**src/fbssm_pkg.sv**
```systemverilog
// What this block does
// RULE1: Objects addressed by 16-bit index, fields by 8-bit subindex.
// RULE2: Decode index areas: comm 1000-1FFF, device 2000-5FFF, profile 6000-9FFF.
// RULE3: Service-data server answers reads and accepts writes only where permitted.
// RULE4: Each PDO enabled by valid bit 31 of subindex 01 of its comm object.
// RULE5: Process data carries no overhead and is never acknowledged.
// RULE6: Controller requests state changes; device acknowledges after completing them.
// RULE7: No application exchange in Init; controller configures registers there.
// RULE8: Pre-Operational runs mailbox, process data exchange disabled.
// RULE9: Stay in Pre-Operational until a valid process data mapping arrives.
// RULE10: Safe-Operational delivers inputs and ignores controller output data.
// RULE11: Operational delivers inputs and applies received output data.
// RULE12: Single-step transitions start or stop mailbox, input and output update.
// RULE13: Operational to Pre-Operational stops output and input update.
// RULE14: Safe-Operational to Init stops input update and mailbox.
// RULE15: Operational to Init stops output update and mailbox.
// RULE16: Init to Bootstrap enters boot mode; leaving it returns to Init, restarts.
// RULE17: Record services lost on each transition.
// RULE18: Loss while drive enabled (status low nibble 7) sets fault code 60. The code raises no fault on PreOp to Init.
// RULE19: SDO and emergency active in PreOp, SafeOp, Op; inactive in Init.
// RULE20: PDO off in Init, PreOp; transmit only in SafeOp; all in Op.
// RULE21: With process data off, reject drive control through service data.
// RULE22: Report state code: 1 Init, 2 PreOp, 3 Boot, 4 SafeOp, 8 Op.
// RULE23: Undefined transition requests are refused; state stays.
//
// Purpose: constants and types for the fieldbus slave state machine.
// Assumes: one 50 MHz clock.
// Notes: none.
package fbssm_pkg;

   typedef enum logic [3:0] {
      ST_INIT = 4'h1,
      ST_PREOP = 4'h2,
      ST_BOOT = 4'h3,
      ST_SAFEOP = 4'h4,
      ST_OP = 4'h8
   } fbssm_state_t;

   typedef enum logic [1:0] {
      AREA_OTHER = 2'h0,
      AREA_COMM = 2'h1,
      AREA_DEVICE = 2'h2,
      AREA_PROFILE = 2'h3
   } fbssm_area_t;

   typedef struct packed {
      logic [15:0] index;
      logic [7:0] subindex;
      logic write;
      logic [31:0] wdata;
   } fbssm_sdo_req_t;

   typedef struct packed {
      logic sdo;
      logic tpdo;
      logic rpdo;
   } fbssm_lost_t;

   localparam logic [15:0] AREA_COMM_LO = 16'h1000;
   localparam logic [15:0] AREA_DEVICE_LO = 16'h2000;
   localparam logic [15:0] AREA_PROFILE_LO = 16'h6000;
   localparam logic [15:0] AREA_RESV_LO = 16'hA000;
   localparam int PDO_VALID_BIT = 31;
   localparam logic [7:0] PDO_COMM_SUBIDX = 8'h01;
   localparam logic [15:0] RPDO_COMM_IDX = 16'h1400;
   localparam logic [15:0] TPDO_COMM_IDX = 16'h1800;
   localparam logic [15:0] RPDO_MAP_IDX = 16'h1600;
   localparam logic [15:0] TPDO_MAP_IDX = 16'h1A00;
   localparam logic [15:0] CTRL_WORD_IDX = 16'h6040;
   localparam logic [3:0] DRIVE_ENABLED_NIB = 4'h7;
   localparam logic [7:0] FAULT_LOST_CTRL = 8'h60;
   localparam logic [7:0] FAULT_NONE = 8'h00;
   localparam logic [3:0] ERR_NONE = 4'h0;
   localparam logic [3:0] ERR_NO_OBJ = 4'h1;
   localparam logic [3:0] ERR_READ_ONLY = 4'h2;
   localparam logic [3:0] ERR_NO_CTRL = 4'h3;
   localparam logic [3:0] ERR_NO_MBOX = 4'h4;
   localparam int ACK_DELAY_CYC = 2;
   localparam int RESTART_CYC = 4;

endpackage : fbssm_pkg

```
**src/fbssm_sdo.sv**
```systemverilog
// Purpose: service-data server over a small dictionary.
// Assumes: requests are one-cycle strobes.
// Notes: answers one cycle after the strobe.
`timescale 1ns/1ps
module fbssm_sdo
   import fbssm_pkg::*;
#(
   parameter int N_OBJ = 8
) (
   // Clock and reset
   input wire logic clk_sys_i,
   input wire logic reset_n_i,
   // Service gating
   input wire logic mbox_on_i,
   input wire logic pdo_on_i,
   input wire logic clear_i,
   // Request and answer
   input wire logic req_i,
   input fbssm_sdo_req_t req_data_i,
   output logic ack_o,
   output logic [31:0] rdata_o,
   output logic [3:0] err_o,
   output fbssm_area_t area_o,
   // Dictionary contents seen by the state machine
   output logic rpdo_valid_o,
   output logic tpdo_valid_o,
   output logic map_valid_o,
   output logic ctrl_wr_o,
   output logic [15:0] ctrl_word_o
);

   // Table of dictionary entries; index and subindex address each one
   logic [15:0] obj_idx [N_OBJ];
   logic [7:0] obj_sub [N_OBJ];
   logic [N_OBJ-1:0] obj_wr_ok;
   logic [31:0] mem_reg [N_OBJ];

   assign obj_idx[0] = RPDO_COMM_IDX;
   assign obj_sub[0] = PDO_COMM_SUBIDX;
   assign obj_idx[1] = TPDO_COMM_IDX;
   assign obj_sub[1] = PDO_COMM_SUBIDX;
   assign obj_idx[2] = RPDO_MAP_IDX;
   assign obj_sub[2] = 8'h00;
   assign obj_idx[3] = TPDO_MAP_IDX;
   assign obj_sub[3] = 8'h00;
   assign obj_idx[4] = CTRL_WORD_IDX;
   assign obj_sub[4] = 8'h00;
   assign obj_idx[5] = 16'h203C;
   assign obj_sub[5] = 8'h00;
   assign obj_idx[6] = 16'h203C;
   assign obj_sub[6] = 8'h01;
   assign obj_idx[7] = 16'h203C;
   assign obj_sub[7] = 8'h02;
   // Entry count object is read-only
   assign obj_wr_ok = N_OBJ'(8'hDF);

   function automatic fbssm_area_t area_of(input logic [15:0] idx);
      if (idx >= AREA_RESV_LO || idx < AREA_COMM_LO) return AREA_OTHER;
      else if (idx >= AREA_PROFILE_LO) return AREA_PROFILE;
      else if (idx >= AREA_DEVICE_LO) return AREA_DEVICE;
      else return AREA_COMM;
   endfunction : area_of

   logic [N_OBJ-1:0] hit;
   always_comb begin
      for (int i = 0; i < N_OBJ; i++) begin
         hit[i] = (obj_idx[i] == req_data_i.index) && (obj_sub[i] == req_data_i.subindex); // RULE1
      end
   end

   wire any_hit = |hit;
   wire wr_allowed = |(hit & obj_wr_ok);
   wire is_ctrl = hit[4];
   wire ctrl_blocked = is_ctrl && req_data_i.write && !pdo_on_i; // RULE21
   wire do_write = req_i && mbox_on_i && req_data_i.write && wr_allowed && !ctrl_blocked;
   logic [31:0] rd_sel;
   always_comb begin
      rd_sel = 32'h0;
      for (int i = 0; i < N_OBJ; i++) begin
         if (hit[i]) rd_sel = (i == 5) ? 32'h2 : mem_reg[i];
      end
   end
   wire [3:0] err_next = !mbox_on_i ? ERR_NO_MBOX :
                         !any_hit ? ERR_NO_OBJ :
                         ctrl_blocked ? ERR_NO_CTRL :
                         (req_data_i.write && !wr_allowed) ? ERR_READ_ONLY : ERR_NONE; // RULE3

   always_ff @(posedge clk_sys_i or negedge reset_n_i) begin
      if (!reset_n_i) begin
         for (int i = 0; i < N_OBJ; i++) mem_reg[i] <= 32'h0;
         ack_o <= 1'b0;
         rdata_o <= 32'h0;
         err_o <= ERR_NONE;
         area_o <= AREA_OTHER;
         ctrl_wr_o <= 1'b0;
      end else begin
         ack_o <= req_i;
         ctrl_wr_o <= do_write && is_ctrl;
         if (req_i) begin
            err_o <= err_next;
            area_o <= area_of(req_data_i.index); // RULE2
            rdata_o <= (err_next == ERR_NONE && !req_data_i.write) ? rd_sel : 32'h0;
         end
         // Restart wipes the mapping back to empty
         if (clear_i) begin
            for (int i = 0; i < N_OBJ; i++) mem_reg[i] <= 32'h0;
         end else begin
            for (int i = 0; i < N_OBJ; i++) begin
               if (do_write && hit[i]) mem_reg[i] <= req_data_i.wdata; // RULE3
            end
         end
      end
   end

   assign rpdo_valid_o = mem_reg[0][PDO_VALID_BIT]; // RULE4
   assign tpdo_valid_o = mem_reg[1][PDO_VALID_BIT]; // RULE4
   assign map_valid_o = (mem_reg[2] != 32'h0) || (mem_reg[3] != 32'h0);
   assign ctrl_word_o = mem_reg[4][15:0];

endmodule : fbssm_sdo

```
**src/fbssm_top.sv**
```systemverilog
// Purpose: slave state machine with service start/stop and fault code.
// Assumes: requests are one-cycle strobes from the network controller.
// Notes: state change acknowledged after a short settle delay.
`timescale 1ns/1ps
module fbssm_top
   import fbssm_pkg::*;
(
   // Clock and reset
   input wire logic clk_sys_i,
   input wire logic reset_n_i,
   // State change request
   input wire logic st_req_i,
   input fbssm_state_t st_req_code_i,
   output logic st_ack_o,
   output logic st_refused_o,
   output logic [3:0] state_code_o,
   // Service data
   input wire logic sdo_req_i,
   input fbssm_sdo_req_t sdo_req_data_i,
   output logic sdo_ack_o,
   output logic [31:0] sdo_rdata_o,
   output logic [3:0] sdo_err_o,
   output logic [1:0] sdo_area_o,
   // Process data
   input wire logic rx_pdo_valid_i,
   input wire logic [31:0] rx_pdo_data_i,
   input wire logic [31:0] drive_inputs_i,
   output logic tx_pdo_valid_o,
   output logic [31:0] tx_pdo_data_o,
   output logic out_apply_o,
   output logic [31:0] drive_outputs_o,
   // Drive status and fault
   input wire logic [15:0] drive_status_word_i,
   output logic [7:0] comm_fault_code_o,
   output logic fault_strobe_o,
   output logic [2:0] lost_o,
   // Services and control
   output logic mbox_on_o,
   output logic emcy_on_o,
   output logic in_upd_o,
   output logic out_upd_o,
   output logic boot_o,
   output logic restart_o,
   output logic ctrl_wr_o,
   output logic [15:0] ctrl_word_o
);

   fbssm_state_t state_reg, state_next, target_reg;
   logic busy_reg;
   logic [2:0] cnt_reg;
   logic rpdo_valid, tpdo_valid, map_valid, ctrl_wr, sdo_ack;
   logic [15:0] ctrl_word;
   logic [31:0] sdo_rdata;
   logic [3:0] sdo_err;
   fbssm_area_t sdo_area;

   // Single-step and direct transitions allowed from each state
   function automatic logic legal(input fbssm_state_t f, input fbssm_state_t t);
      unique case (f)
         ST_INIT: return t == ST_PREOP || t == ST_BOOT;
         ST_PREOP: return t == ST_INIT || t == ST_SAFEOP;
         ST_SAFEOP: return t == ST_INIT || t == ST_PREOP || t == ST_OP;
         ST_OP: return t == ST_INIT || t == ST_PREOP || t == ST_SAFEOP;
         ST_BOOT: return t == ST_INIT;
         default: return 1'b0;
      endcase
   endfunction : legal

   // Services each state runs
   wire mbox_of_next = state_next != ST_INIT && state_next != ST_BOOT; // RULE12 RULE19
   wire in_of_next = state_next == ST_SAFEOP || state_next == ST_OP; // RULE20 RULE10
   wire out_of_next = state_next == ST_OP; // RULE11 RULE20

   // Requests are taken only when idle and the target is reachable
   wire map_ok = st_req_code_i != ST_SAFEOP || state_reg != ST_PREOP || map_valid; // RULE9
   wire take = st_req_i && !busy_reg && legal(state_reg, st_req_code_i) && map_ok; // RULE6
   wire refuse = st_req_i && !take; // RULE23
   wire from_boot = target_reg == ST_INIT && state_reg == ST_BOOT;
   wire [2:0] done_len = from_boot ? 3'(RESTART_CYC - 1) : 3'(ACK_DELAY_CYC - 1);
   wire finish = busy_reg && cnt_reg == done_len;
   assign state_next = finish ? target_reg : state_reg;

   // Services lost by the completed transition
   wire lost_sdo = mbox_on_o && !mbox_of_next; // RULE17 RULE14 RULE15
   wire lost_tpdo = in_upd_o && !in_of_next; // RULE17 RULE13
   wire lost_rpdo = out_upd_o && !out_of_next; // RULE17 RULE13
   wire pi_only = state_reg == ST_PREOP && state_next == ST_INIT;
   wire drive_enabled = drive_status_word_i[3:0] == DRIVE_ENABLED_NIB;
   wire raise = finish && (lost_sdo || lost_tpdo || lost_rpdo) && !pi_only
                && drive_enabled; // RULE18

   always_ff @(posedge clk_sys_i or negedge reset_n_i) begin
      if (!reset_n_i) begin
         state_reg <= ST_INIT;
         target_reg <= ST_INIT;
         busy_reg <= 1'b0;
         cnt_reg <= 3'h0;
      end else begin
         if (take) begin
            busy_reg <= 1'b1;
            target_reg <= st_req_code_i;
            cnt_reg <= 3'h0;
         end else if (finish) begin
            busy_reg <= 1'b0;
         end else if (busy_reg) begin
            cnt_reg <= cnt_reg + 3'h1;
         end
         state_reg <= state_next; // RULE16
      end
   end

   always_ff @(posedge clk_sys_i or negedge reset_n_i) begin
      if (!reset_n_i) begin
         st_ack_o <= 1'b0;
         st_refused_o <= 1'b0;
         state_code_o <= ST_INIT;
         mbox_on_o <= 1'b0;
         emcy_on_o <= 1'b0;
         in_upd_o <= 1'b0;
         out_upd_o <= 1'b0;
         boot_o <= 1'b0;
         restart_o <= 1'b0;
         comm_fault_code_o <= FAULT_NONE;
         fault_strobe_o <= 1'b0;
         lost_o <= 3'h0;
      end else begin
         st_ack_o <= finish; // RULE6
         st_refused_o <= refuse; // RULE23
         state_code_o <= state_next; // RULE22
         mbox_on_o <= mbox_of_next; // RULE8 RULE7
         emcy_on_o <= mbox_of_next; // RULE19
         in_upd_o <= in_of_next;
         out_upd_o <= out_of_next;
         boot_o <= state_next == ST_BOOT; // RULE16
         restart_o <= finish && from_boot; // RULE16
         fault_strobe_o <= raise;
         if (finish) lost_o <= {lost_sdo, lost_tpdo, lost_rpdo}; // RULE17
         if (raise) comm_fault_code_o <= FAULT_LOST_CTRL; // RULE18
      end
   end

   // Process data: sent and applied without any handshake back
   wire tx_go = in_upd_o && tpdo_valid; // RULE10 RULE4 RULE5
   wire rx_go = out_upd_o && rpdo_valid && rx_pdo_valid_i; // RULE11 RULE10 RULE5

   always_ff @(posedge clk_sys_i or negedge reset_n_i) begin
      if (!reset_n_i) begin
         tx_pdo_valid_o <= 1'b0;
         tx_pdo_data_o <= 32'h0;
         out_apply_o <= 1'b0;
         drive_outputs_o <= 32'h0;
         sdo_ack_o <= 1'b0;
         sdo_rdata_o <= 32'h0;
         sdo_err_o <= ERR_NONE;
         sdo_area_o <= 2'h0;
         ctrl_wr_o <= 1'b0;
         ctrl_word_o <= 16'h0;
      end else begin
         tx_pdo_valid_o <= tx_go;
         if (tx_go) tx_pdo_data_o <= drive_inputs_i;
         out_apply_o <= rx_go;
         if (rx_go) drive_outputs_o <= rx_pdo_data_i;
         sdo_ack_o <= sdo_ack;
         sdo_rdata_o <= sdo_rdata;
         sdo_err_o <= sdo_err;
         sdo_area_o <= sdo_area;
         ctrl_wr_o <= ctrl_wr;
         ctrl_word_o <= ctrl_word;
      end
   end

   // Mailbox off in Init and Bootstrap, so no service data there
   fbssm_sdo #(
      .N_OBJ(8)
   ) u_sdo (
      .clk_sys_i(clk_sys_i),
      .reset_n_i(reset_n_i),
      .mbox_on_i(mbox_on_o), // RULE7 RULE19
      .pdo_on_i(out_upd_o), // RULE21
      .clear_i(restart_o),
      .req_i(sdo_req_i),
      .req_data_i(sdo_req_data_i),
      .ack_o(sdo_ack),
      .rdata_o(sdo_rdata),
      .err_o(sdo_err),
      .area_o(sdo_area),
      .rpdo_valid_o(rpdo_valid),
      .tpdo_valid_o(tpdo_valid),
      .map_valid_o(map_valid),
      .ctrl_wr_o(ctrl_wr),
      .ctrl_word_o(ctrl_word)
   );

endmodule : fbssm_top

```
**config.mk**
```make
export PLATFORM = sky130hd
export DESIGN_NAME = fbssm_top
export DESIGN_NICKNAME = d
export VERILOG_FILES = /design/src/fbssm_pkg.sv /design/src/fbssm_sdo.sv /design/src/fbssm_top.sv
export SDC_FILE = /design/constraint.sdc
export NUM_CORES = 1
export LEC_CHECK = 0
export BUFFER_PORTS_ARGS = -buffer_cell sky130_fd_sc_hd__clkbuf_2
export CORE_ASPECT_RATIO = 0.5
export CORE_MARGIN = 3
export CORE_UTILIZATION = 56
export CTS_BUF_LIST = sky130_fd_sc_hd__clkbuf_16
export DETAILED_ROUTE_END_ITERATION = 8
export PLACE_DENSITY_LB_ADDON = 0.12
export RECOVER_POWER = 25
export SETUP_SLACK_MARGIN = 0.02
export SLEW_MARGIN = 20
export SYNTH_ARGS = -nofsm -noshare
export SYNTH_HDL_FRONTEND = slang
export SYNTH_SLANG_ARGS = --single-unit
export TNS_END_PERCENT = 30
```
**constraint.sdc**
```tcl
create_clock -name clk_sys_i -period 2.9 [get_ports clk_sys_i]
set_clock_uncertainty 0.05 [all_clocks]
set_input_delay 0.29 -clock clk_sys_i [delete_from_list [all_inputs] [get_ports clk_sys_i]]
set_output_delay 0.29 -clock clk_sys_i [all_outputs]
set_load 0.02 [all_outputs]
```
# ---- Yosys cells after proc, flatten, opt, wreduce, memory -nomap -nowiden
# Index checks and enable logic that the tools add are counted.
dict set report totals {
  mem_bits_ro 0
  inputBits 146
  out_inout_bits 146
  mem_count 0
  latchBits 0
  regBits 410
  mem_bits_rw 0
}
dict set report op_classes {
  reduce_logical 80
  n_eq_ne 30
  mul 0
  add_sub_neg 1
  n_bitwise 0
  order_cmp 4
  n_shift 0
  div_mod_pow 0
  muxes 33
}
# operator n
set op_table {}
lappend op_table {{$mux 32} 17}
lappend op_table {{$mux 256} 1}
lappend op_table {{$eq 13x16->1 const A} 4}
lappend op_table {{$reduce_bool 32->1} 2}
lappend op_table {{$logic_and 1x1->1} 42}
lappend op_table {{$eq 4x2->1 const B} 5}
lappend op_table {{$reduce_bool 2->1} 9}
lappend op_table {{$eq 14x16->1 const A} 1}
lappend op_table {{$eq 15x16->1 const A} 1}
lappend op_table {{$eq 4x1->1 const B} 4}
lappend op_table {{$eq 4x3->1 const B} 4}
lappend op_table {{$ge 16x14->1 const B} 1}
lappend op_table {{$ge 16x15->1 const B} 1}
lappend op_table {{$ge 16x16->1 const B} 1}
lappend op_table {{$lt 16x13->1 const B} 1}
lappend op_table {{$mux 4} 4}
lappend op_table {{$eq 4x4->1 const B} 3}
lappend op_table {{$logic_or 1x1->1} 12}
lappend op_table {{$logic_not 1->1} 10}
lappend op_table {{$mux 2} 5}
lappend op_table {{$mux 3} 3}
lappend op_table {{$eq 1x8->1 const A} 1}
lappend op_table {{$eq 2x8->1 const A} 1}
lappend op_table {{$logic_not 8->1} 1}
lappend op_table {{12 further kinds} 14}

# ---- Depth between registers and ports, before layout
# Gate-level depths: netlist (run 1).
dict set report depth {
  ltp_word 15
  ltp_mapped 9
  depth_no_buf 7
}

# ---- By module
# A second synthesis (run 1) with hierarchy kept.
dict set report unflattened {
  hier_cells 1820
  hier_area_um2 17971.0
}
# mod instances area_each_um2 cells_each
set by_module_without_submodules {}
lappend by_module_without_submodules {fbssm_sdo 1 12841.1 1495}
lappend by_module_without_submodules {fbssm_top 1 5129.9 325}

# ---- Worst setup path after synthesis (run 1)
# No wires, ideal clock.
dict set report synth_timing {
  path_type {register to register}
  from {reg, netlist name state_code_o[3]}
  to {reg target_reg[1]}
  n_path_buf 1
  period_less_slack_ps 2652
  path_stages_with_launch 7
  t_arrival_ps 2477
  setup_ps 125
  slack_ps 248
  cell_sequence {dfrtp_1 -> clkbuf_1 -> or3b_1 -> or4_1 -> or4_1 -> o2111ai_2 -> mux2_2}
}
# item line
set synth_rtl {}
lappend synth_rtl {{to (signal assigned)} fbssm_top.sv:101} ;# target_reg <= st_req_code_i;
lappend synth_rtl {{to (decl)} fbssm_top.sv:48} ;# fbssm_state_t state_reg, state_next, target_reg;

# ---- Final worst setup path (run 1)
dict set report layout_timing {
  from {reg u_sdo.mem_reg[146] in the netlist's numbering}
  to {reg target_reg[2]}
}
dict set report layout_between {
  elab_chain_len 4
}
# item line
set layout_lines {}
lappend layout_lines {{from (decl)} fbssm_sdo.sv:36} ;# logic [31:0] mem_reg [N_OBJ];
lappend layout_lines {{from (signal, indexed assignment)} fbssm_sdo.sv:109} ;# if (do_write && hit[i]) mem_reg[i] <= req_data_i.wdata;
lappend layout_lines {{$reduce_bool 32->1} fbssm_sdo.sv:117} ;# assign map_valid_o = (mem_reg[2] != 32'h0) || (mem_reg[3] != 32'h0);
lappend layout_lines {{$logic_or 1x1->1} fbssm_sdo.sv:117}
lappend layout_lines {{$logic_or 1x1->1} fbssm_top.sv:75} ;# wire map_ok = st_req_code_i != ST_SAFEOP || state_reg != ST_PREOP || map_valid;
lappend layout_lines {{$logic_and 1x1->1} fbssm_top.sv:76} ;# wire take = st_req_i && !busy_reg && legal(state_reg, st_req_code_i) && map_ok;
# Every way passes these cells.
# A chain may end at the register's enable or synchronous reset.

==> impl_metrics.env, run 1 <==
export IMPL_final_util_pct=71.5
export IMPL_synth_top_family_by_area="compound AO/OA/AOI/OAI gates"
export IMPL_setup_tns_final_ns=0
export IMPL_cts_made_buffers=36
export IMPL_die_area_um2=33600
export IMPL_fmax_mhz=356
export IMPL_synth_seq_area_share_pct=58.3
export IMPL_grt_use_total_pct=33.5
export IMPL_violations="max-capacitance violations, max-slew violations"
export IMPL_grt_max_degree=84
export IMPL_outcome="finished with violations"
export IMPL_fin_crit_sh_pct=96.9
export IMPL_dp_cells=2387
export IMPL_synth_cell_type_count=74
export IMPL_ir_drop_mv=0.406
export IMPL_syn_instance_count=1713
export IMPL_drt_pass1_iter_count=5
export IMPL_yosysWarnings=0
export IMPL_setup_viol=0
export IMPL_finalCriticalPeriod_ns=2.81
export IMPL_io_pins=292
export IMPL_area_growth_pct=24.7
export IMPL_nets=2220
export IMPL_synth_fa_ha_area_share_pct=0.0714
export IMPL_hold_class="input port to register"
export IMPL_hold_end="u_sdo.mem_reg[252]$_DFFE_PN0P_"
export IMPL_hold_depth=3
export IMPL_htree_levels=2
export IMPL_die_x_um=256
export IMPL_core_area_um2=30600
export IMPL_synth_edf_count=0
export IMPL_grt_pass1_vias=15400
export IMPL_largest_register_ffs=206
export IMPL_hold_start="sdo_req_data_i[28]"
export IMPL_final_common_cell="nand2_1"
export IMPL_cts_sinks=408
export IMPL_start_kind="register"
export IMPL_fin_hold_ws_ns=0.0132
export IMPL_worstPathMaxFanout=5
export IMPL_netlist_area_um2=17500
export IMPL_synthMuxAreaShare_pct=4.73
export IMPL_via_count=15300
export IMPL_r2r_end="target_reg[2]$_DFFE_PN0P_"
export IMPL_ant_nets=0
export IMPL_cp_arrival_ns=3.17
export IMPL_pwr_density_cell_nw_per_um2=509
export IMPL_ys_async_sr_fraction_pct=100
export IMPL_cp_required_ns=3.26
export IMPL_slew_headroom_pct=-52.7
export IMPL_synth_seq_cells=408
export IMPL_r2r_slack_ns=0.09
export IMPL_synth_top_flop_cell="dfrtp_1"
export IMPL_place_congestion=0.893
export IMPL_core_rowCount=45
export IMPL_synth_simple_area_share_pct=15.1
export IMPL_tightest_slew_ns=2.29
export IMPL_via_per_inst=6.06
export IMPL_p_leak_nw=10.3
export IMPL_finalMaxSlewViolations=114
export IMPL_final_hold_violation_count=0
export IMPL_avgRoutedWirePerCell_um=22.3
export IMPL_worstRegToRegCells=7
export IMPL_drive_gt1_share_pct=26.2
export IMPL_layout_common_cells="474 x nand2_1, 405 x dfrtp_1, 271 x clkbuf_2, 241 x a21oi_1"
export IMPL_post_cts_buffers=0
export IMPL_grt_pass1_wl_mm=88.3
export IMPL_drv_cap=2
export IMPL_synth_compound_area_share_pct=17.9
export IMPL_clockRootBuffer="clkbuf_16"
export IMPL_path_class="register to register"
export IMPL_drc=0
export IMPL_crit_path_end_kind="register"
export IMPL_start_util_pct=57.3
export IMPL_r2r_start="u_sdo.mem_reg[146]$_DFFE_PN0P_"
export IMPL_fin_cells=2523
export IMPL_io_buffers=272
export IMPL_drt_iter0_markers=1660
export IMPL_clockBufferDepth=3
export IMPL_clk_latency_ns=0.55
export IMPL_overflow=0
export IMPL_cts_tree="yes"
export IMPL_synth_area_per_cell_um2=10.2
export IMPL_wirelength_mm=56.3
export IMPL_synthXorXnorAreaFrac_pct=0.250
export IMPL_die_h_um=131
export IMPL_clk_pin_slew_ns=0.07
export IMPL_rsz0062_at_grt="no"
export IMPL_dpl_hpwl_mm=35.2
export IMPL_antenna_found_initial=2
==> how the worst max path moves through the flow <==
stage | from | end | cells after the start
6_report | u_sdo.mem_reg[146]$_DFFE_PN0P_ | target_reg[2]$_DFFE_PN0P_ | 7
5_1_grt | u_sdo.mem_reg[146]$_DFFE_PN0P_ | cnt_reg[2]$_DFFE_PN0P_ | 8
4_1_cts | u_sdo.mem_reg[146]$_DFFE_PN0P_ | target_reg[2]$_DFFE_PN0P_ | 7
3_5_place_dp | sdo_req_data_i[55] | u_sdo.mem_reg[249]$_DFFE_PN0P_ | 7
3_3_place_gp | sdo_req_data_i[55] | u_sdo.mem_reg[224]$_DFFE_PN0P_ | 7
2_1_floorplan | state_code_o[3]$_DFF_PN0_ | target_reg[1]$_DFFE_PN0P_ | 6
==> critical path, stage by stage (launching register included) <==
cell and delay (ns):
dfrtp_1 0.43, nor4_2 0.38, buf_4 0.18, nand4_1 0.13, or4_1 0.44, or4_1 0.50, o2111ai_2 0.19, mux2_2 0.38
==> layout make-up <==
cell class,instances,area (um2)
Fill cell,2201,8720
Clock inverter,27,224
Inverter,8,30.0
Clock buffer,37,926
Timing Repair Buffer,442,3170
Tap cell,423,529
Sequential cell,408,10200
Multi-Input combinational cell,1177,6750
Antenna cell,1,2.50
==> where the power goes <==
part,total [W],internal [W],switching [W],leakage [nW]
Clock,0.00483,0.00268,0.00215,0.602
Sequential,0.00574,0.00572,0.0000192,5.59
Combinational,0.000549,0.000211,0.000338,4.12
Total,0.0111,0.00861,0.00251,10.3
==> cells in the mapped netlist, types with 5 or more instances <==
library cell  count  share of area [%]
o221a_2          23                1.5
o21ai_0          33               0.94
o21ai_1           6               0.17
dfrtp_1         406                 58
nand4_1           8               0.29
a22oi_1          26                1.1
o221ai_1          7               0.35
nand2_1         474                 10
clkbuf_1         84                1.8
buf_4            27                1.2
inv_1             5               0.11
nor3_1           10               0.29
buf_2             9               0.26
nand2b_1          7               0.25
nor4_1           20               0.71
a21oi_1         241                6.9
nand3_1           8               0.23
o31a_1            6               0.30
mux2_2           71                4.6
o32ai_1          24                1.2
a22o_1           11               0.55
nor2_1           27               0.58
o2bb2ai_1        54                2.7
or2_2             6               0.21
a21o_1           24                1.0
nor2b_1           6               0.21
==> per-stage QoR <==
| stage | power, W | setup WS (ns) | instance area (um2) |
|---|---|---|---|
| floorplan | 0.00597 | 0.248 | 17600 |
| global placement | 0.00630 | 0.0507 | 20000 |
| detailed placement | 0.00631 | 0.0206 | 20000 |
| CTS | 0.0111 | 0.0323 | 21900 |
| global route | 0.0115 | 0.0204 | 21900 |
| finish | 0.0111 | 0.0897 | 21900 |
==> routing by layer <==
metal	track usage (%)	routed length (um)	share of wire [%]
met5	0	9	0.016
met4	11.0	1800	3.2
met3	10.0	6350	11
met2	50.7	25600	45
met1	46.6	22600	40
==> cells by family (layout without fill, tap and decap cells) <==
group / after synthesis / in the layout
AND/OR/NAND/NOR: 615 / 615
AO/OA/AOI/OAI: 475 / 475
flip-flops: 408 / 408
buffers and inverters: 134 / 514
multiplexers: 74 / 74
XOR/XNOR: 5 / 5
adder cells (fa/ha/maj): 1 / 1
other: 1 / 8
==> repair_timing <==
| item | 4_1_cts | 5_1_grt |
|---|---|---|
| hold endpoints to repair | 144 | 0 |
| gates resized for setup | 0 | 2 |
| endpoints found under the setup margin | 0 | 8 |
| hold buffers | 71 | 0 |
Power figures use the tool's default switching activity.
==> run 2, diff against run 1 <==
--- a/config.mk
+++ b/config.mk
@@ -6,9 +6,10 @@
 export NUM_CORES = 1
 export LEC_CHECK = 0
 export BUFFER_PORTS_ARGS = -buffer_cell sky130_fd_sc_hd__clkbuf_2
+export CAP_MARGIN = 20
 export CORE_ASPECT_RATIO = 0.5
 export CORE_MARGIN = 3
-export CORE_UTILIZATION = 56
+export CORE_UTILIZATION = 57
 export CTS_BUF_LIST = sky130_fd_sc_hd__clkbuf_16
 export DETAILED_ROUTE_END_ITERATION = 8
 export PLACE_DENSITY_LB_ADDON = 0.12
@@ -17,5 +18,6 @@
 export SLEW_MARGIN = 20
 export SYNTH_ARGS = -nofsm -noshare
 export SYNTH_HDL_FRONTEND = slang
+export SYNTH_HIERARCHICAL = 1
 export SYNTH_SLANG_ARGS = --single-unit
 export TNS_END_PERCENT = 30
==> run 2 against run 1 <==
The flow still finishes with violations (max-capacitance violations, max-slew violations). Clock-buffer cell count grew 1. Synthesized cell count grew 6.2%. Sequential power is essentially flat. Register-to-register slack gained 0.05 ns. Largest cell class unchanged. Highest routed layer is now met4.
==> impl_metrics.env, run 2 <==
export IMPL_outcome="finished with violations"
export IMPL_violations="max-capacitance violations, max-slew violations"
export IMPL_p_leak_nw=10.2
export IMPL_grt_busiest_layer="met2"
export IMPL_grt_max_degree=139
export IMPL_core_rowCount=45
export IMPL_largest_register_ffs=206
export IMPL_r2r_start="u_sdo/mem_reg[148]$_DFFE_PN0P_"
export IMPL_r2r_end="target_reg[1]$_DFFE_PN0P_"
export IMPL_synth_edf_count=0
export IMPL_nets=2275
export IMPL_worstPathMaxFanout=6
export IMPL_final_util_pct=71.5
export IMPL_clk_pin_slew_ns=0.06
export IMPL_cp_required_ns=3.26
export IMPL_grt_use_total_pct=31.2
export IMPL_synth_common_cells="534 x nand2_1, 407 x dfrtp_1, 232 x a21oi_1"
export IMPL_syn_instance_count=1820
export IMPL_ir_drop_mv=0.397
export IMPL_worst_slack_ns=0.142
export IMPL_hold_depth=2
export IMPL_netlist_area_um2=18000
export IMPL_yosys_top_cells_area="dfrtp_1 57%, nand2_1 11%, a21oi_1 6.5%"
export IMPL_drt_pass1_iter_count=5
export IMPL_wirelength_mm=53.5
export IMPL_core_area_um2=30700
export IMPL_finalCriticalPeriod_ns=2.76
export IMPL_ant_nets=0
export IMPL_hold_end="target_reg[1]$_DFFE_PN0P_"
export IMPL_synth_most_common_cell="nand2_1"
export IMPL_ys_async_sr_fraction_pct=100
export IMPL_cp_arrival_ns=3.12
export IMPL_finalMaxSlewViolations=118
export IMPL_drive_gt1_share_pct=23.3
export IMPL_dpl_hpwl_mm=32.7
export IMPL_io_buffers=273
export IMPL_layout_common_cells="534 x nand2_1, 406 x dfrtp_1, 273 x clkbuf_2, 232 x a21oi_1, 74 x dlygate4sd3_1"
export IMPL_via_count=15400
export IMPL_post_place_ws_ns=-0.0639
export IMPL_fin_crit_sh_pct=95.1
export IMPL_area_growth_pct=22.0
export IMPL_pwr_density_cell_nw_per_um2=515
export IMPL_r2r_slack_ns=0.14
export IMPL_synth_area_per_cell_um2=9.87
export IMPL_cts_made_buffers=37
export IMPL_grt_pass1_vias=15200
export IMPL_die_area_um2=33800
export IMPL_synth_cell_type_count=78
export IMPL_grtUsageMet3_pct=6.84
export IMPL_crit_path_end_kind="register"
export IMPL_htree_levels=2
export IMPL_path_class="register to register"
export IMPL_yosys_area_top_type="dfrtp_1"
export IMPL_synth_seq_area_share_pct=57.0
export IMPL_hold_class="input port to register"
export IMPL_yosysWarnings=6
export IMPL_use_met2_pct=49.1
export IMPL_fmax_mhz=363
export IMPL_place_congestion=0.858
export IMPL_start_kind="register"
export IMPL_synth_top_area_share_pct=56.7
export IMPL_antenna_found_initial=2
export IMPL_cts_sinks=409
export IMPL_io_pins=292
export IMPL_avgRoutedWirePerCell_um=20.7
export IMPL_start_util_pct=58.6
export IMPL_drc=0
export IMPL_hold_start="st_req_code_i[1]"
export IMPL_die_h_um=132
export IMPL_synth_seq_cells=409
export IMPL_setup_tns_final_ns=0
export IMPL_final_hold_violation_count=0
export IMPL_setup_viol=0
export IMPL_slew_headroom_pct=-52.4
export IMPL_nFillCells=2288
export IMPL_place_area_um2=20000
export IMPL_via_per_inst=5.96
export IMPL_overflow=0
export IMPL_final_common_cell="nand2_1"
export IMPL_clockBufferDepth=3
export IMPL_grt_pass1_wl_mm=84.6
export IMPL_clockRootBuffer="clkbuf_16"
export IMPL_tightest_slew_ns=2.29
export IMPL_worstRegToRegCells=8
export IMPL_drt_iter0_markers=1625
export IMPL_clk_latency_ns=0.55
export IMPL_synth_top_flop_cell="dfrtp_1"
export IMPL_cts_tree="yes"
export IMPL_met1_usage_pct=44.6
export IMPL_drv_cap=2
export IMPL_die_x_um=257
export IMPL_fin_area_um2=21900
export IMPL_rsz0062_at_grt="no"
run 2: changes by cell type after synthesis, moves of 25 or more:
cell / previous run / this run
nand2_1: 474 / 534
o2bb2ai_1: 54 / 0
o22ai_1: 0 / 32
o31ai_1: 0 / 31
a2111oi_0: 1 / 30
a2bb2oi_1: 1 / 30
o21ai_0: 33 / 8
run 2: worst max-delay path by stage:
| stage | startpoint | endpoint | slack (ns) | cells past startpoint |
|---|---|---|---|---|
| 6_report | u_sdo/mem_reg[148]$_DFFE_PN0P_ | target_reg[1]$_DFFE_PN0P_ | 0.14 | 8 |
| 5_1_grt | u_sdo/mem_reg[154]$_DFFE_PN0P_ | cnt_reg[1]$_DFFE_PN0P_ | 0.02 | 8 |
| 4_1_cts | u_sdo/mem_reg[148]$_DFFE_PN0P_ | target_reg[1]$_DFFE_PN0P_ | 0.10 | 8 |
| 3_5_place_dp | u_sdo/mem_reg[148]$_DFFE_PN0P_ | target_reg[1]$_DFFE_PN0P_ | -0.06 | 8 |
| 3_3_place_gp | u_sdo/mem_reg[148]$_DFFE_PN0P_ | target_reg[1]$_DFFE_PN0P_ | -0.03 | 8 |
| 2_1_floorplan | sdo_req_data_i[36] | u_sdo/mem_reg[193]$_DFFE_PN0P_ | 0.56 | 8 |
run 2: cell families (layout without fill, tap and decap cells):
| logic type | count (synthesis) | in the layout | synth area share, % |
|---|---|---|---|
| buffers and inverters | 169 | 500 | 4.71 |
| XOR/XNOR | 4 | 4 | 0.195 |
| multiplexers | 73 | 73 | 4.57 |
| AND/OR/NAND/NOR | 707 | 707 | 17.1 |
| other | 2 | 8 | 0.0418 |
| flip-flops | 409 | 409 | 57.0 |
| adder cells (fa/ha/maj) | 1 | 1 | 0.0696 |
| AO/OA/AOI/OAI | 455 | 455 | 16.3 |
run 2: critical path, cell delays in order (launching register included):
cell       delay (ns)
dfrtp_1          0.42
nor4_4           0.32
buf_4            0.16
nand4_1          0.14
or4_4            0.58
or3_1            0.36
o2111ai_1        0.12
o21ai_2          0.16
mux2_1           0.32
run 2: final cells by class:
cell class	instances	area [um2]	share of cell area, %
flip-flops and latches	409	10200	46.7
multi-input cells	1247	7010	31.9
repair buffers	422	2920	13.3
clock buffers	38	951	4.34
well taps	423	529	2.41
clock inverters	29	239	1.09
inverters	11	41.3	0.188
diodes	1	2.50	0.0114
run 2: metal layers:
layer / vias to the layer above / wire length [um]
met5: - / 0
met4: 0 / 1030
met3: 89 / 5160
met2: 790 / 24600
met1: 7558 / 22600
li1: 6947 / -
run 2: report_power, final:
part | internal (W) | leakage, nW | switching, W | total (W)
combinational | 0.000229 | 3.95 | 0.000374 | 0.000603
clock | 0.00274 | 0.620 | 0.00218 | 0.00492
sequential | 0.00574 | 5.59 | 0.0000260 | 0.00577
run 2: repair_timing:
action	4_1_cts	5_1_grt
setup buffers	0	0
endpoints found under the hold margin	155	0
gates resized for setup	2	5
hold buffers	74	0
cloned	0	0
setup endpoints to repair	6	3
run 2: through the flow:
stage               total power, W  hold slack, ns  std cells
finish                      0.0113          0.0188       2580
global route                0.0117          0.0178       2579
CTS                         0.0114         0.00268       2579
detailed placement         0.00639           0.290       2438
global placement           0.00639           0.282       2438
floorplan                  0.00603         -0.0556       1825
==> run 3, diff against run 2 <==
--- a/config.mk
+++ b/config.mk
@@ -5,17 +5,17 @@
 export SDC_FILE = /design/constraint.sdc
 export NUM_CORES = 1
 export LEC_CHECK = 0
+export ABC_AREA = 1
 export BUFFER_PORTS_ARGS = -buffer_cell sky130_fd_sc_hd__clkbuf_2
 export CAP_MARGIN = 20
 export CORE_ASPECT_RATIO = 0.5
-export CORE_MARGIN = 3
 export CORE_UTILIZATION = 57
 export CTS_BUF_LIST = sky130_fd_sc_hd__clkbuf_16
 export DETAILED_ROUTE_END_ITERATION = 8
 export PLACE_DENSITY_LB_ADDON = 0.12
 export RECOVER_POWER = 25
 export SETUP_SLACK_MARGIN = 0.02
-export SLEW_MARGIN = 20
+export SLEW_MARGIN = 15
 export SYNTH_ARGS = -nofsm -noshare
 export SYNTH_HDL_FRONTEND = slang
 export SYNTH_HIERARCHICAL = 1
==> run 3 against run 2 <==
The run still ends with max-capacitance violations, max-slew violations left. Die area increased by 0.33%. First-iteration DRC count fell by 13%. Final area rose by 2.6%. Synthesized area grew 5.2%. Clock power is 2% lower. Routed wire length shrank 0.76%. Synthesized cell count grew 30%. Critical endpoint is now cnt_reg[0]$_DFFE_PN0P_. Highest routed layer is now met5.
==> impl_metrics.env, run 3 <==
export IMPL_nFillCells=2601
export IMPL_start_kind="register"
export IMPL_clk_pin_slew_ns=0.07
export IMPL_netlist_area_um2=18900
export IMPL_worst_path_buf_inv=1
export IMPL_grt_max_degree=64
export IMPL_rsz0062_at_grt="no"
export IMPL_io_pins=292
export IMPL_finalMaxSlewViolations=59
export IMPL_htree_levels=2
export IMPL_setup_viol=0
export IMPL_worstPathMaxFanout=10
export IMPL_cts_hold_buf=67
export IMPL_crit_chain="nor4_1 -> nand4_1 -> nor2_1 -> nand3_1 -> o211a_1 -> nand2_2 -> nand2_1 -> nor2_1 -> a21oi_1 -> inv_1"
export IMPL_cp_arrival_ns=2.81
export IMPL_synth_top_area_share_pct=53.9
export IMPL_yosys_area_top_type="dfrtp_1"
export IMPL_die_x_um=260
export IMPL_die_area_um2=33900
export IMPL_setup_tns_final_ns=0
export IMPL_drc=0
export IMPL_synth_seq_cells=409
export IMPL_crit_slowest_cell="nor4_1"
export IMPL_slew_headroom_pct=-29.4
export IMPL_core_area_um2=32200
export IMPL_slowest_delay_ns=0.45
export IMPL_place_congestion=0.906
export IMPL_antenna_found_initial=1
export IMPL_p_leak_nw=12.3
export IMPL_path_delay_family="simple AND/OR/NAND/NOR gates"
export IMPL_drive_gt1_share_pct=18.2
export IMPL_cp_required_ns=3.33
export IMPL_clk_latency_ns=0.53
export IMPL_overflow=0
export IMPL_ir_drop_mv=0.448
export IMPL_cts_sinks=409
export IMPL_largest_register_ffs=206
export IMPL_grt_pass1_vias=15600
export IMPL_dp_cells=2996
export IMPL_tightest_slew_ns=1.94
export IMPL_avgRoutedWirePerCell_um=17.0
export IMPL_syn_instance_count=2365
export IMPL_cts_made_buffers=37
export IMPL_drt_iter0_markers=1421
export IMPL_violations="max-capacitance violations, max-slew violations"
export IMPL_finalCriticalPeriod_ns=2.38
export IMPL_ant_nets=0
export IMPL_clockBufferDepth=3
export IMPL_fmax_mhz=421
export IMPL_synth_area_per_cell_um2=7.99
export IMPL_crit_path_frequent_cell="nor2_1"
export IMPL_final_hold_violation_count=0
export IMPL_grt_use_total_pct=31.6
export IMPL_clockRootBuffer="clkbuf_16"
export IMPL_post_cts_buffers=0
export IMPL_synth_top_flop_cell="dfrtp_1"
export IMPL_drt_pass1_iter_count=5
export IMPL_ctsResizeCount=0
export IMPL_layout_common_cells="894 x nand2_1, 407 x dfrtp_1, 274 x clkbuf_2, 226 x nand3_1, 185 x inv_1"
export IMPL_die_h_um=131
export IMPL_drv_cap=1
export IMPL_hold_class="input port to register"
export IMPL_nets=2817
export IMPL_fin_crit_sh_pct=82.0
export IMPL_core_rowCount=46
export IMPL_wirelength_mm=53.1
export IMPL_via_per_inst=5.32
export IMPL_yosys_top_cells_area="dfrtp_1 54%, nand2_1 18%, nand3_1 6.0%"
export IMPL_diodes=0
export IMPL_synth_seq_area_share_pct=54.2
export IMPL_io_buffers=273
export IMPL_pwr_density_cell_nw_per_um2=535
export IMPL_synth_most_common_cell="nand2_1"
export IMPL_area_growth_pct=19.1
export IMPL_start_util_pct=58.7
export IMPL_synth_edf_count=0
export IMPL_crit_path_end_kind="register"
export IMPL_cts_tree="yes"
export IMPL_yosysWarnings=6
export IMPL_synth_common_cells="894 x nand2_1, 407 x dfrtp_1, 226 x nand3_1"
export IMPL_final_common_cell="nand2_1"
export IMPL_path_class="register to register"
export IMPL_fin_cells=3124
export IMPL_outcome="finished with violations"
export IMPL_ys_async_sr_fraction_pct=100
export IMPL_via_count=16600
export IMPL_grt_pass1_wl_mm=84.0
export IMPL_synth_cell_type_count=39
export IMPL_dpl_hpwl_mm=33.8
[run 3: cell types whose count changed after synthesis, moves of 32 or more]
cell     change
nand2_1    +360
nand3_1    +217
inv_1      +166
a21oi_1    -161
nor2_1     +123
mux2_2      -67
o21ai_1     +61
a22oi_1     -32
o22ai_1     -32
[run 3: area by class of cell]
cell class                 instances  area (um2)  area share (%)
clock buffer                      37         926            4.11
clock inverter                    24         214           0.951
inverter                         193         727            3.23
multi-input combinational       1623        7180            31.9
sequential                       409       10200            45.5
tap                              432         541            2.40
timing repair buffer             406        2680            11.9
[run 3: worst min-delay path: stages]
cell and delay, ns:
clkbuf_2 0.12, nor2_1 0.11, a21oi_1 0.05
[run 3: final timing paths]
kind | end | cells past startpoint | start | slack [ns]
setup / recovery | cnt_reg[0]$_DFFE_PN0P_ | 10 | u_sdo/mem_reg[179]$_DFFE_PN0P_ | 0.52
min in group asynchronous | tx_pdo_valid_o$_DFF_PN0_ | 2 | reset_n_i | 0.77
hold reg to reg | sdo_ack_o$_DFF_PN0_ | 0 | u_sdo/ack_o$_DFF_PN0_ | 0.30
max in group asynchronous | u_sdo/ctrl_word_o[1]$_DFFE_PN0P_ | 3 | reset_n_i | 0.64
hold / removal | target_reg[3]$_DFFE_PN0P_ | 3 | st_req_code_i[3] | 0.02
setup reg to reg | cnt_reg[0]$_DFFE_PN0P_ | 10 | u_sdo/mem_reg[179]$_DFFE_PN0P_ | 0.52
[run 3: per-layer routing]
metal  vias up  part of all wire (%)  GRT usage (%)  routed length, um
li1       7966                     -              -                  -
met1      7849                    44           45.6              23300
met2       736                    44           49.7              23600
met3        75                    10           6.58               5280
met4         2                   1.6           6.64                833
met5         -                 0.024              0                 13
[run 3: kinds of logic after synthesis]
family          Yosys count  synth area share (%)
compound gates          187                  5.44
flops                   409                  54.2
fa+ha+maj                 1                0.0662
buf+inv                 338                  7.98
simple gates           1428                  32.3
other cells               2                0.0397
[run 3: metrics by stage]
step                hold WS (ns)  utilization, %  power (W)  instance area [um2]  setup WS [ns]
floorplan                -0.0556               -    0.00673                18900          0.974
global placement           0.245            64.4    0.00719                20700          0.448
detailed placement         0.245            64.4    0.00721                20700          0.404
CTS                      0.00271            70.0     0.0121                22500          0.568
global route              0.0298            69.9     0.0125                22500          0.311
finish                    0.0185            69.9     0.0120                22500          0.523
[run 3: power breakdown]
part	switching, W	internal, W
Sequential	0.000161	0.00584
Combinational	0.000792	0.000396
Clock	0.00217	0.00267
Total	0.00312	0.00891
